`src/fsps_pkg.sv`:
```
// Shared constants, types and register map of the flash self-program sequencer
package fsps_pkg;

  // Register byte offsets on the Wishbone slave
  localparam logic [7:0] OFS_CTRL    = 8'h00;
  localparam logic [7:0] OFS_PTR_LO  = 8'h04;
  localparam logic [7:0] OFS_PTR_HI  = 8'h08;
  localparam logic [7:0] OFS_PTR_EXT = 8'h0c;
  localparam logic [7:0] OFS_DATA    = 8'h10;
  localparam logic [7:0] OFS_STORE   = 8'h14;
  localparam logic [7:0] OFS_LOCK    = 8'h18;
  localparam logic [7:0] OFS_STATUS  = 8'h1c;

  // Control register bit positions and command field width
  localparam int unsigned CB_EN   = 0;
  localparam int unsigned CB_IE   = 7;
  localparam int unsigned CB_BUSY = 6;
  localparam int unsigned CMD_W   = 5;

  // Command patterns in control bits 4:0
  localparam logic [4:0] CMD_LOAD  = 5'h01;
  localparam logic [4:0] CMD_ERASE = 5'h03;
  localparam logic [4:0] CMD_WRITE = 5'h05;
  localparam logic [4:0] CMD_LOCK  = 5'h09;
  localparam logic [4:0] CMD_REEN  = 5'h11;

  // Store must follow the control write within this many cycles
  localparam logic [2:0] ARM_WINDOW = 3'h4;

  // Pointer and page geometry
  localparam int unsigned PTR_W      = 18;
  localparam int unsigned EXT_USED   = 2;
  localparam int unsigned WORD_IDX_W = 7;
  localparam int unsigned PAGE_IDX_W = 10;
  localparam int unsigned PC_W       = 17;
  localparam int unsigned DATA_W     = 16;

  // Lock byte: unprogrammed bits read one
  localparam logic [7:0] LOCK_RESET  = 8'hff;
  localparam int unsigned LB_APP_WP  = 2;
  localparam int unsigned LB_BOOT_WP = 4;
  localparam logic [PC_W-1:0] APP_RESET_ADDR = 17'h00000;
  localparam logic [DATA_W-1:0] ERASED_WORD = 16'hffff;

  typedef enum logic [1:0] {
    FSPS_IDLE  = 2'b00,
    FSPS_ARMED = 2'b01,
    FSPS_BUSY  = 2'b10
  } fsps_state_e;

  typedef enum logic [1:0] {
    FSPS_OP_NONE  = 2'b00,
    FSPS_OP_ERASE = 2'b01,
    FSPS_OP_WRITE = 2'b10
  } fsps_op_e;

  typedef struct packed {
    fsps_op_e              op;
    logic [PAGE_IDX_W-1:0] page;
    logic                  stall;
  } fsps_flash_cmd_s;

endpackage : fsps_pkg

```
`src/fsps_sequencer.sv`:
```
// Flash self-program sequencer: Wishbone registers, page buffer and flash command control
//
// The placing of the registers and the Wishbone register port were left to the implementer.
module fsps_sequencer #(
  parameter logic [fsps_pkg::PAGE_IDX_W-1:0] STALL_FIRST_PAGE = 10'h380,
  parameter logic [fsps_pkg::PAGE_IDX_W-1:0] BOOT_FIRST_PAGE  = 10'h3e0,
  parameter logic [fsps_pkg::PC_W-1:0]       BOOT_RESET_ADDR  = 17'h1f000
) (
  input  wire logic                            clk_i,
  input  wire logic                            rstn_i,
  input  wire logic                            wb_cyc_i,
  input  wire logic                            wb_stb_i,
  input  wire logic                            wb_we_i,
  input  wire logic [7:0]                      wb_adr_i,
  input  wire logic [3:0]                      wb_sel_i,
  input  wire logic [31:0]                     wb_dat_i,
  output logic      [31:0]                     wb_dat_o,
  output logic                                 wb_ack_o,
  input  wire logic                            boot_exec_i,
  input  wire logic                            eeprom_busy_i,
  input  wire logic                            chip_erase_i,
  input  wire logic                            ext_lock_wr_i,
  input  wire logic [5:0]                      ext_lock_data_i,
  input  wire logic                            boot_rst_fuse_i,
  output fsps_pkg::fsps_flash_cmd_s            flash_cmd_o,
  output logic                                 flash_start_o,
  input  wire logic                            flash_done_i,
  input  wire logic [fsps_pkg::WORD_IDX_W-1:0] flash_buf_idx_i,
  output logic      [fsps_pkg::DATA_W-1:0]     flash_buf_data_o,
  output logic                                 cpu_halt_o,
  output logic                                 rww_readable_o,
  output logic      [fsps_pkg::PC_W-1:0]       reset_vector_o,
  output logic      [fsps_pkg::PTR_W-1:0]      load_addr_o,
  output logic                                 load_byte_hi_o,
  output logic                                 irq_o
);

  localparam int unsigned WORDS = 1 << fsps_pkg::WORD_IDX_W;

  function automatic logic [fsps_pkg::WORD_IDX_W-1:0] word_of(
    input logic [fsps_pkg::PTR_W-1:0] p);
    word_of = p[fsps_pkg::WORD_IDX_W:1];
  endfunction : word_of

  function automatic logic [fsps_pkg::PAGE_IDX_W-1:0] page_of(
    input logic [fsps_pkg::PTR_W-1:0] p);
    page_of = p[fsps_pkg::PTR_W-1:fsps_pkg::WORD_IDX_W+1];
  endfunction : page_of

  function automatic logic in_stall(input logic [fsps_pkg::PAGE_IDX_W-1:0] pg);
    in_stall = (pg >= STALL_FIRST_PAGE);
  endfunction : in_stall

  // Registers
  fsps_pkg::fsps_state_e     state_ff;
  logic [7:0]                ctrl_ff;
  logic [2:0]                arm_cnt_ff;
  logic [7:0]                ptr_lo_ff;
  logic [7:0]                ptr_hi_ff;
  logic [7:0]                ptr_ext_ff;
  logic [fsps_pkg::DATA_W-1:0] data_ff;
  logic [7:0]                lock_ff;
  logic                      rww_busy_ff;
  logic                      rww_rd_ff;
  logic                      ack_ff;
  logic [31:0]               dat_ff;
  logic [WORDS-1:0]          buf_vld_ff;
  logic [fsps_pkg::DATA_W-1:0] buf_mem [WORDS];
  fsps_pkg::fsps_flash_cmd_s cmd_ff;
  logic                      start_ff;
  logic                      halt_ff;
  logic                      irq_ff;
  logic [fsps_pkg::DATA_W-1:0] buf_rd_ff;
  logic [fsps_pkg::PC_W-1:0] rst_vec_ff;
  logic [1:0]                vec_wait_ff;
  logic [1:0]                erase_sync_ff;
  logic [1:0]                lkwr_sync_ff;
  logic [1:0]                fuse_sync_ff;
  logic [5:0]                lkd_meta_ff;
  logic [5:0]                lkd_sync_ff;
  logic                      lkwr_prev_ff;

  // Bus decode; a write takes effect on the edge where ack is seen high
  logic                        wb_wr;
  logic                        wb_new;
  logic [fsps_pkg::PTR_W-1:0]  ptr;
  logic [fsps_pkg::CMD_W-1:0]  cmd;
  logic                        store;
  logic                        can_prog;
  logic                        ctrl_wr;
  logic                        wp_hit;
  logic [fsps_pkg::PAGE_IDX_W-1:0] tgt_page;

  assign wb_new  = wb_cyc_i && wb_stb_i && !ack_ff;
  assign wb_wr   = wb_cyc_i && wb_stb_i && wb_we_i && ack_ff;
  assign ctrl_wr = wb_wr && (wb_adr_i == fsps_pkg::OFS_CTRL) && wb_sel_i[0];
  assign ptr     = {ptr_ext_ff[fsps_pkg::EXT_USED-1:0], ptr_hi_ff, ptr_lo_ff};
  assign tgt_page = page_of(ptr);
  assign cmd     = ctrl_ff[fsps_pkg::CMD_W-1:0];
  // Store issued from the application section is dropped silently
  assign store   = wb_wr && (wb_adr_i == fsps_pkg::OFS_STORE) && boot_exec_i;
  // Only LB_BOOT_WP (boot pages) and LB_APP_WP (other pages) gate erase and write stores; general lock modes are not consulted
  assign wp_hit  = (tgt_page >= BOOT_FIRST_PAGE) ? !lock_ff[fsps_pkg::LB_BOOT_WP]
                                                 : !lock_ff[fsps_pkg::LB_APP_WP];
  // EEPROM writes block all self-programming
  assign can_prog = (state_ff == fsps_pkg::FSPS_ARMED) && store && !eeprom_busy_i;

  // Wishbone slave handshake: ack one cycle after the request, for one cycle
  always_ff @(posedge clk_i) begin
    if (!rstn_i) begin
      ack_ff <= 1'b0;
      dat_ff <= 32'h0000_0000;
    end else begin
      ack_ff <= wb_new;
      if (wb_new && !wb_we_i) begin
        case (wb_adr_i)
          fsps_pkg::OFS_CTRL:    dat_ff <= {24'h00_0000, ctrl_ff[7], rww_busy_ff,
                                            ctrl_ff[5:0]};
          fsps_pkg::OFS_PTR_LO:  dat_ff <= {24'h00_0000, ptr_lo_ff};
          fsps_pkg::OFS_PTR_HI:  dat_ff <= {24'h00_0000, ptr_hi_ff};
          fsps_pkg::OFS_PTR_EXT: dat_ff <= {24'h00_0000, ptr_ext_ff};
          fsps_pkg::OFS_DATA:    dat_ff <= {16'h0000, data_ff};
          fsps_pkg::OFS_LOCK:    dat_ff <= {24'h00_0000, lock_ff};
          fsps_pkg::OFS_STATUS:  dat_ff <= {28'h000_0000, fuse_sync_ff[1], halt_ff,
                                            state_ff};
          default:               dat_ff <= 32'h0000_0000;
        endcase
      end else begin
        dat_ff <= 32'h0000_0000;
      end
    end
  end

  // Pointer and data registers, plain byte-lane writes
  always_ff @(posedge clk_i) begin
    if (!rstn_i) begin
      ptr_lo_ff  <= 8'h00;
      ptr_hi_ff  <= 8'h00;
      ptr_ext_ff <= 8'h00;
      data_ff    <= 16'h0000;
    end else if (wb_wr) begin
      if (wb_adr_i == fsps_pkg::OFS_PTR_LO && wb_sel_i[0]) begin
        ptr_lo_ff <= wb_dat_i[7:0];
      end
      if (wb_adr_i == fsps_pkg::OFS_PTR_HI && wb_sel_i[0]) begin
        ptr_hi_ff <= wb_dat_i[7:0];
      end
      if (wb_adr_i == fsps_pkg::OFS_PTR_EXT && wb_sel_i[0]) begin
        ptr_ext_ff <= wb_dat_i[7:0];
      end
      if (wb_adr_i == fsps_pkg::OFS_DATA) begin
        if (wb_sel_i[0]) begin
          data_ff[7:0] <= wb_dat_i[7:0];
        end
        if (wb_sel_i[1]) begin
          data_ff[15:8] <= wb_dat_i[15:8];
        end
      end
    end
  end

  // Control register and sequencing state
  always_ff @(posedge clk_i) begin
    if (!rstn_i) begin
      state_ff    <= fsps_pkg::FSPS_IDLE;
      ctrl_ff     <= 8'h00;
      arm_cnt_ff  <= 3'h0;
      rww_busy_ff <= 1'b0;
      rww_rd_ff   <= 1'b1;
      cmd_ff      <= '0;
      start_ff    <= 1'b0;
      halt_ff     <= 1'b0;
    end else begin
      start_ff <= 1'b0;
      case (state_ff)
        fsps_pkg::FSPS_IDLE: begin
          if (ctrl_wr) begin
            ctrl_ff[fsps_pkg::CB_IE] <= wb_dat_i[fsps_pkg::CB_IE];
            if (wb_dat_i[4:0] == fsps_pkg::CMD_REEN) begin
              rww_busy_ff <= 1'b0;
              rww_rd_ff   <= 1'b1;
            end else if (wb_dat_i[fsps_pkg::CB_EN]) begin
              ctrl_ff[fsps_pkg::CMD_W-1:0] <= wb_dat_i[fsps_pkg::CMD_W-1:0];
              state_ff   <= fsps_pkg::FSPS_ARMED;
              arm_cnt_ff <= 3'h0;
            end
          end
        end
        fsps_pkg::FSPS_ARMED: begin
          arm_cnt_ff <= arm_cnt_ff + 3'h1;
          if (can_prog) begin
            // Address is latched here; later pointer writes do not disturb the op
            cmd_ff.page  <= tgt_page;
            cmd_ff.stall <= in_stall(tgt_page);
            if ((cmd == fsps_pkg::CMD_ERASE || cmd == fsps_pkg::CMD_WRITE) && !wp_hit) begin
              cmd_ff.op <= (cmd == fsps_pkg::CMD_ERASE) ? fsps_pkg::FSPS_OP_ERASE
                                                        : fsps_pkg::FSPS_OP_WRITE;
              start_ff  <= 1'b1;
              state_ff  <= fsps_pkg::FSPS_BUSY;
              if (in_stall(tgt_page)) begin
                halt_ff <= 1'b1;
              end else begin
                rww_busy_ff <= 1'b1;
                rww_rd_ff   <= 1'b0;
              end
            end else begin
              // Load, lock and refused commands finish at once
              ctrl_ff[fsps_pkg::CMD_W-1:0] <= 5'h00;
              state_ff <= fsps_pkg::FSPS_IDLE;
            end
          end else if (arm_cnt_ff == fsps_pkg::ARM_WINDOW - 3'h1) begin
            ctrl_ff[fsps_pkg::CMD_W-1:0] <= 5'h00;
            state_ff <= fsps_pkg::FSPS_IDLE;
          end
        end
        fsps_pkg::FSPS_BUSY: begin
          if (flash_done_i) begin
            ctrl_ff[fsps_pkg::CMD_W-1:0] <= 5'h00;
            cmd_ff.op <= fsps_pkg::FSPS_OP_NONE;
            halt_ff   <= 1'b0;
            state_ff  <= fsps_pkg::FSPS_IDLE;
          end
        end
        default: begin
          state_ff <= fsps_pkg::FSPS_IDLE;
        end
      endcase
    end
  end

  // Temporary page buffer; unloaded words read as erased
  always_ff @(posedge clk_i) begin
    if (!rstn_i) begin
      buf_vld_ff <= '0;
    end else if (state_ff == fsps_pkg::FSPS_BUSY && flash_done_i &&
                 cmd_ff.op == fsps_pkg::FSPS_OP_WRITE) begin
      buf_vld_ff <= '0;
    end else if (state_ff == fsps_pkg::FSPS_IDLE && ctrl_wr &&
                 wb_dat_i[4:0] == fsps_pkg::CMD_REEN) begin
      buf_vld_ff <= '0;
    end else if (can_prog && cmd == fsps_pkg::CMD_LOAD) begin
      // Any word order is accepted; EEPROM activity never clears loaded words
      buf_vld_ff[word_of(ptr)] <= 1'b1;
    end
  end

  always_ff @(posedge clk_i) begin
    if (can_prog && cmd == fsps_pkg::CMD_LOAD) begin
      buf_mem[word_of(ptr)] <= data_ff;
    end
  end

  always_ff @(posedge clk_i) begin
    if (!rstn_i) begin
      buf_rd_ff <= fsps_pkg::ERASED_WORD;
    end else begin
      buf_rd_ff <= buf_vld_ff[flash_buf_idx_i] ? buf_mem[flash_buf_idx_i]
                                               : fsps_pkg::ERASED_WORD;
    end
  end

  // External programming pins pass two flops before use
  always_ff @(posedge clk_i) begin
    if (!rstn_i) begin
      erase_sync_ff <= 2'b00;
      lkwr_sync_ff  <= 2'b00;
      fuse_sync_ff  <= 2'b11;
      lkd_meta_ff   <= 6'h3f;
      lkd_sync_ff   <= 6'h3f;
      lkwr_prev_ff  <= 1'b0;
    end else begin
      erase_sync_ff <= {erase_sync_ff[0], chip_erase_i};
      lkwr_sync_ff  <= {lkwr_sync_ff[0], ext_lock_wr_i};
      fuse_sync_ff  <= {fuse_sync_ff[0], boot_rst_fuse_i};
      lkd_meta_ff   <= ext_lock_data_i;
      lkd_sync_ff   <= lkd_meta_ff;
      lkwr_prev_ff  <= lkwr_sync_ff[1];
    end
  end

  // Lock bits can only be programmed (cleared to zero) except by chip erase or reset
  always_ff @(posedge clk_i) begin
    if (!rstn_i) begin
      lock_ff <= fsps_pkg::LOCK_RESET;
    end else if (erase_sync_ff[1]) begin
      lock_ff <= fsps_pkg::LOCK_RESET;
    end else if (lkwr_sync_ff[1] && !lkwr_prev_ff) begin
      lock_ff[5:0] <= lock_ff[5:0] & lkd_sync_ff;
    end else if (can_prog && cmd == fsps_pkg::CMD_LOCK) begin
      lock_ff[5:0] <= lock_ff[5:0] & data_ff[5:0];
    end
  end

  // Fuse is read-only to software; sampled until both sync stages hold its level
  always_ff @(posedge clk_i) begin
    if (!rstn_i) begin
      vec_wait_ff <= 2'h0;
      rst_vec_ff  <= fsps_pkg::APP_RESET_ADDR;
    end else if (vec_wait_ff != '1) begin
      vec_wait_ff <= vec_wait_ff + 2'h1;
      rst_vec_ff   <= fuse_sync_ff[1] ? fsps_pkg::APP_RESET_ADDR : BOOT_RESET_ADDR;
    end
  end

  // Program load address is a byte address; bit zero picks the byte
  always_ff @(posedge clk_i) begin
    if (!rstn_i) begin
      load_addr_o    <= '0;
      load_byte_hi_o <= 1'b0;
    end else begin
      load_addr_o    <= ptr;
      load_byte_hi_o <= ptr[0];
    end
  end

  // Interrupt is level while the enable bit is clear
  always_ff @(posedge clk_i) begin
    if (!rstn_i) begin
      irq_ff <= 1'b0;
    end else begin
      irq_ff <= (state_ff == fsps_pkg::FSPS_IDLE) && ctrl_ff[fsps_pkg::CB_IE] &&
                !(ctrl_wr && wb_dat_i[fsps_pkg::CB_EN]);
    end
  end

  assign wb_ack_o         = ack_ff;
  assign wb_dat_o         = dat_ff;
  assign flash_cmd_o      = cmd_ff;
  assign flash_start_o    = start_ff;
  assign flash_buf_data_o = buf_rd_ff;
  assign cpu_halt_o       = halt_ff;
  assign rww_readable_o   = rww_rd_ff;
  assign reset_vector_o   = rst_vec_ff;
  assign irq_o            = irq_ff;

  // Checks
  a_halt_stall_op: assert property (@(posedge clk_i) disable iff (!rstn_i)
    start_ff |-> (halt_ff == cmd_ff.stall) && (cmd_ff.stall || rww_busy_ff))
    else $error("halt or busy does not match target section");
  a_no_halt_rww: assert property (@(posedge clk_i) disable iff (!rstn_i)
    (state_ff == fsps_pkg::FSPS_BUSY && !cmd_ff.stall) |-> !halt_ff)
    else $error("CPU halted during concurrent-read operation");
  a_arm_timeout: assert property (@(posedge clk_i) disable iff (!rstn_i)
    ($rose(state_ff == fsps_pkg::FSPS_ARMED) ##0 !store [*4]) |=>
      state_ff == fsps_pkg::FSPS_IDLE && ctrl_ff[4:0] == 5'h00)
    else $error("command bits did not self-clear after four cycles");
  a_app_store_dead: assert property (@(posedge clk_i) disable iff (!rstn_i)
    (wb_wr && wb_adr_i == fsps_pkg::OFS_STORE && !boot_exec_i) |=> !start_ff)
    else $error("store from application section started an operation");
  a_page_latched: assert property (@(posedge clk_i) disable iff (!rstn_i)
    (state_ff == fsps_pkg::FSPS_BUSY && $past(state_ff == fsps_pkg::FSPS_BUSY))
      |-> $stable(cmd_ff.page))
    else $error("latched page changed during operation");
  a_irq_level: assert property (@(posedge clk_i) disable iff (!rstn_i)
    (state_ff == fsps_pkg::FSPS_BUSY ##1 state_ff == fsps_pkg::FSPS_IDLE &&
     ctrl_ff[fsps_pkg::CB_IE] && !ctrl_wr) |=> irq_o)
    else $error("interrupt not raised after completion");

  a_buf_clear_wr: assert property (@(posedge clk_i) disable iff (!rstn_i)
    (state_ff == fsps_pkg::FSPS_BUSY && flash_done_i &&
     cmd_ff.op == fsps_pkg::FSPS_OP_WRITE) |=> buf_vld_ff == '0 ##1 irq_o || !ctrl_ff[7])
    else $error("page buffer not cleared after page write");

  a_busy_reen: assert property (@(posedge clk_i) disable iff (!rstn_i)
    (state_ff == fsps_pkg::FSPS_IDLE && ctrl_wr && wb_dat_i[4:0] == fsps_pkg::CMD_REEN)
      |=> !rww_busy_ff && rww_readable_o)
    else $error("re-enable did not clear busy flag");

  a_ack_single: assert property (@(posedge clk_i) disable iff (!rstn_i)
    (wb_cyc_i && wb_stb_i && !ack_ff) |=> wb_ack_o ##1 !wb_ack_o)
    else $error("bus ack not exactly one cycle");

endmodule : fsps_sequencer

```
`config.mk`:
```
export PLATFORM = sky130hd
export DESIGN_NAME = fsps_sequencer
export DESIGN_NICKNAME = d
export VERILOG_FILES = /design/src/fsps_pkg.sv /design/src/fsps_sequencer.sv
export SDC_FILE = /design/constraint.sdc
export NUM_CORES = 2
export LEC_CHECK = 0
export ABC_AREA = 1
export BUFFER_PORTS_ARGS = -buffer_cell sky130_fd_sc_hd__buf_4
export CORE_MARGIN = 5
export CORE_UTILIZATION = 45
export CTS_BUF_LIST = sky130_fd_sc_hd__clkbuf_2 sky130_fd_sc_hd__clkbuf_4 sky130_fd_sc_hd__clkbuf_8
export DETAILED_ROUTE_END_ITERATION = 12
export PLACE_DENSITY = 0.64
export SYNTH_ARGS = -nofsm -noshare
export SYNTH_HDL_FRONTEND = slang
export SYNTH_SLANG_ARGS = --single-unit
```
`constraint.sdc`:
```
create_clock -name clk_i -period 7.85 [get_ports clk_i]
set_clock_uncertainty 0.15 [all_clocks]
set_input_delay 2.355 -clock clk_i [delete_from_list [all_inputs] [get_ports clk_i]]
set_output_delay 2.355 -clock clk_i [all_outputs]
set_load 0.01 [all_outputs]
```
==> metrics.txt <==
Chip Width=466 µm; clock tree sinks=2,324; pin count of the biggest net entering global routing=160; GR Util met2=0.370; power per standard cell area=238 mW/mm²; Slew Viols, Final=0; Max H-tree Level=5; RSZ-0062 raised after global routing=no; CTS Hold Bufs=0; wire per inst=roughly 22 µm; TritonCTS clock tree=yes; CP Capture Type=register; nets=about 8.6k; Ys Warns=0; status=completed; relative slew slack=0.252; share of cells above drive strength 1=0.131; Core Util, Final=0.510; Final Setup Violations=0; CP startpoint=flash_buf_idx_i[0]; total gr overflow=0; reg-to-reg startpoint=state_ff[1]$_SDFFE_PN0P_; CP peak stage delay=0.60 ns; drt pass-1 iters=6; setup bufs post-CTS=0; All-Layer GR Usage=0.230; worst path bufs/invs=2; area of the multi-input gates=0.0238 mm²; Num CTS Buffers=388; flip-flop and latch area=about 0.067 mm²; peak supply drop=0.197 mV; Max Cap Viol=0; power share of the clock group=0.427; vias in the first global route=60.7k; Initial Util=0.452; Final ANT Viol Nets=0; PortBufs=123; Min-Delay Path Class=reg -> reg; Hold EP=lkd_sync_ff[3]$_SDFF_PN1_; share of power burned in registers=0.528; Top FF cell, synth=edfxtp_1; top-count cell post-synth=nand2_1; WL final=257 mm; Synth Instances=8,281; mean post-synth cell area=11.3 µm²; crit-path cells=buf_8 > buf_4 > a21oi_1 > o21ai_0 > nand3_1 > nand3_1 > nand3_1 > nand3_1 > nand3_1 > nand2_1 > nand3_1; #FFs+latches synth=2,324; CP top delay family=simple AND/OR/NAND/NOR gates; Post-Syn Area=0.0936 mm²; Core Region=0.207 mm²; Post-synth top cells=2,803 x nand2_1, 2,048 x edfxtp_1, 1,915 x nand3_1; DR iter-0 viols=7,226; Hold Crit Depth=1; clock latency on the worst-skew pair=roughly 1.1 ns; met1 global-route usage=0.310; busiest grt layer=met2; area share of the largest cell type after synthesis=0.657; critical path class=in -> reg; asr flop ratio synth=0; Syn-to-layout area delta=12.8%; slowest CP cell=buf_8; Worst-Margin Slew=between 1 and 1.5 ns; Net Sw Frac=0.222; final-report hold violation count=0; Die H=466 µm; die area=roughly 0.22 mm²; Area contributors post-synth=edfxtp_1 66%, nand2_1 11%, nand3_1 10%, dfxtp_1 5.9%, o21ba_2 1.0%; Clock Path Buffers=4; Site Rows=167; min Tclk post-route=4.99 ns; # IOs=between 150 and 200; Crit path top cell by count=nand3_1; Crit path required time=8.54 ns; Yosys top cell by area=edfxtp_1; initial antenna violation count=11; Leak=40.8 nW; Netlist cell types=48; Worst Min Path Start=lkd_meta_ff[3]$_SDFF_PN1_; fmax=0.200 GHz; Post-synth EDFFs=between 2k and 2.5k; dpl hpwl=140 mm; Total Neg Setup Slack=0 ns; Power Internal=19.6 mW; Worst EP arrival=around 5.7 ns; via-per-instance ratio=5.49; switching power=between 5 and 6 mW; post-cts gate resize count=0; Final period util=0.636; first-pass GRT wire length=382 mm; Reg2Reg Depth=13; Critical Path Source Type=primary input; Gate power share=0.045; GP Congestion=0.870; reg2reg end=buf_mem[3][6]$_DFFE_PP_; Global Route met3 Usage=0.0458; worst-path maximum fanout=104; Fill cells=about 18k; root buffer cell=clkbuf_8; Worst-path clk slew=roughly 0.06 ns; drt drc=0; via count=63.7k; post-synthesis sequential area ratio=0.716; reg2reg setup slack=around 3.8 ns
## layout make-up
cell class,instances,share of cell area
tap,2788,0.0330
sequential,2324,0.635
inverter,111,0.00418
clock inverter,104,0.00609
multi-input combinational,5322,0.226
clock buffer,589,0.0680
antenna,12,0.000284
timing repair buffer,351,0.0279
## how the worst max path moves through the flow
stage / to / slack [ns] / cells past startpoint
after CTS: flash_buf_data_o[12]$_SDFF_PN1_ / 3.09 / 11
after floorplan: buf_mem[104][0]$_DFFE_PP_ / 3.10 / 11
after detailed placement: flash_buf_data_o[12]$_SDFF_PN1_ / 1.98 / 11
after global placement: flash_buf_data_o[12]$_SDFF_PN1_ / 2.01 / 11
after global routing: flash_buf_data_o[12]$_SDFF_PN1_ / 2.78 / 11
final: flash_buf_data_o[12]$_SDFF_PN1_ / 2.86 / 11
## power by group through the flow
stage,logic (mW),clock network [mW],registers [mW]
after floorplan,0.730,0,13.5
after global placement,1.12,0,13.5
after detailed placement,1.13,0,13.5
after CTS,1.14,10.9,13.3
after global routing,1.24,11.5,13.3
final,1.14,10.7,13.3
## state kept, by name, indices dropped and copies added, names as in the netlist, 3 cells and up
register          cells
flash_cmd_o          13
data_ff              16
ptr_lo_ff             8
arm_cnt_ff            3
ptr_hi_ff             8
lkd_meta_ff           6
load_addr_o          18
flash_buf_data_o     16
lkd_sync_ff           6
wb_dat_o             16
buf_mem            2048
buf_vld_ff          128
lock_ff               6
ctrl_ff               6
ptr_ext_ff            8
## routing by layer
metal	wire, µm	vias up	part of all wire
li1	-	29300	-
met1	103000	31100	0.40
met2	123000	2723	0.48
met3	21400	535	0.083
met4	10100	2	0.039
met5	13	-	0.000051
## layout by cell type (no fill, tap or decap), types with 6 or more instances in the layout
cell type / synthesis / routed
bufinv_16: 0 / 6
edfxtp_1: 2048 / 2048
o21ai_0: 79 / 79
a21oi_1: 61 / 61
clkinv_2: 0 / 33
inv_1: 100 / 98
diode_2: 0 / 12
nor3_1: 23 / 23
clkinvlp_4: 0 / 11
clkbuf_4: 0 / 147
o21ba_2: 96 / 96
dfxtp_1: 276 / 260
inv_2: 8 / 6
conb_1: 1 / 28
nand3_4: 9 / 9
ha_1: 7 / 7
nand2_1: 2803 / 2802
or2_2: 14 / 14
buf_12: 0 / 23
clkinv_1: 3 / 55
o21ba_1: 28 / 28
dfxtp_4: 0 / 16
nand3_1: 1915 / 1915
buf_4: 41 / 325
nor2_2: 4 / 6
nor2_1: 208 / 206
clkbuf_8: 0 / 442
## worst register-to-register path, stage by stage, from the launching register on
cell and delay [ns]:
dfxtp_1 0.34, inv_1 0.13, ha_1 0.34, nand2_1 0.08
nor2_1 0.10, nand2_1 0.12, inv_2 0.09, nand3_4 0.14
inv_2 0.26, nand2_4 0.15, nor3_4 0.39, nand2_1 0.53
nor2_1 0.61, buf_4 0.34
## stage by stage
stage               cells  power, mW  cell area [µm²]  worst slack, ns  hold slack (ns)
floorplan            8308       14.3            93700             3.10            0.240
global placement    10900       14.7            97800             2.01            0.250
detailed placement  10900       14.7            97800             1.98            0.254
CTS                 11600       25.3           106000             3.09            0.258
global route        11600       26.0           106000             2.78            0.278
finish              11600       25.2           106000             2.86            0.260
## cell families after synthesis
| kind of cell | Yosys count | share of synthesized area |
|---|---|---|
| AOI/OAI and AO/OA | 293 | 0.0231 |
| xor gates and xnor gates | 1 | 0.0000936 |
| adders and majority gates | 7 | 0.000935 |
| buffers and inverters | 662 | 0.0308 |
| DFF | 2324 | 0.716 |
| other | 1 | 0.0000401 |
| and+or+nand+nor | 4993 | 0.229 |
No activity file was read; power rests on OpenSTA's default activity.
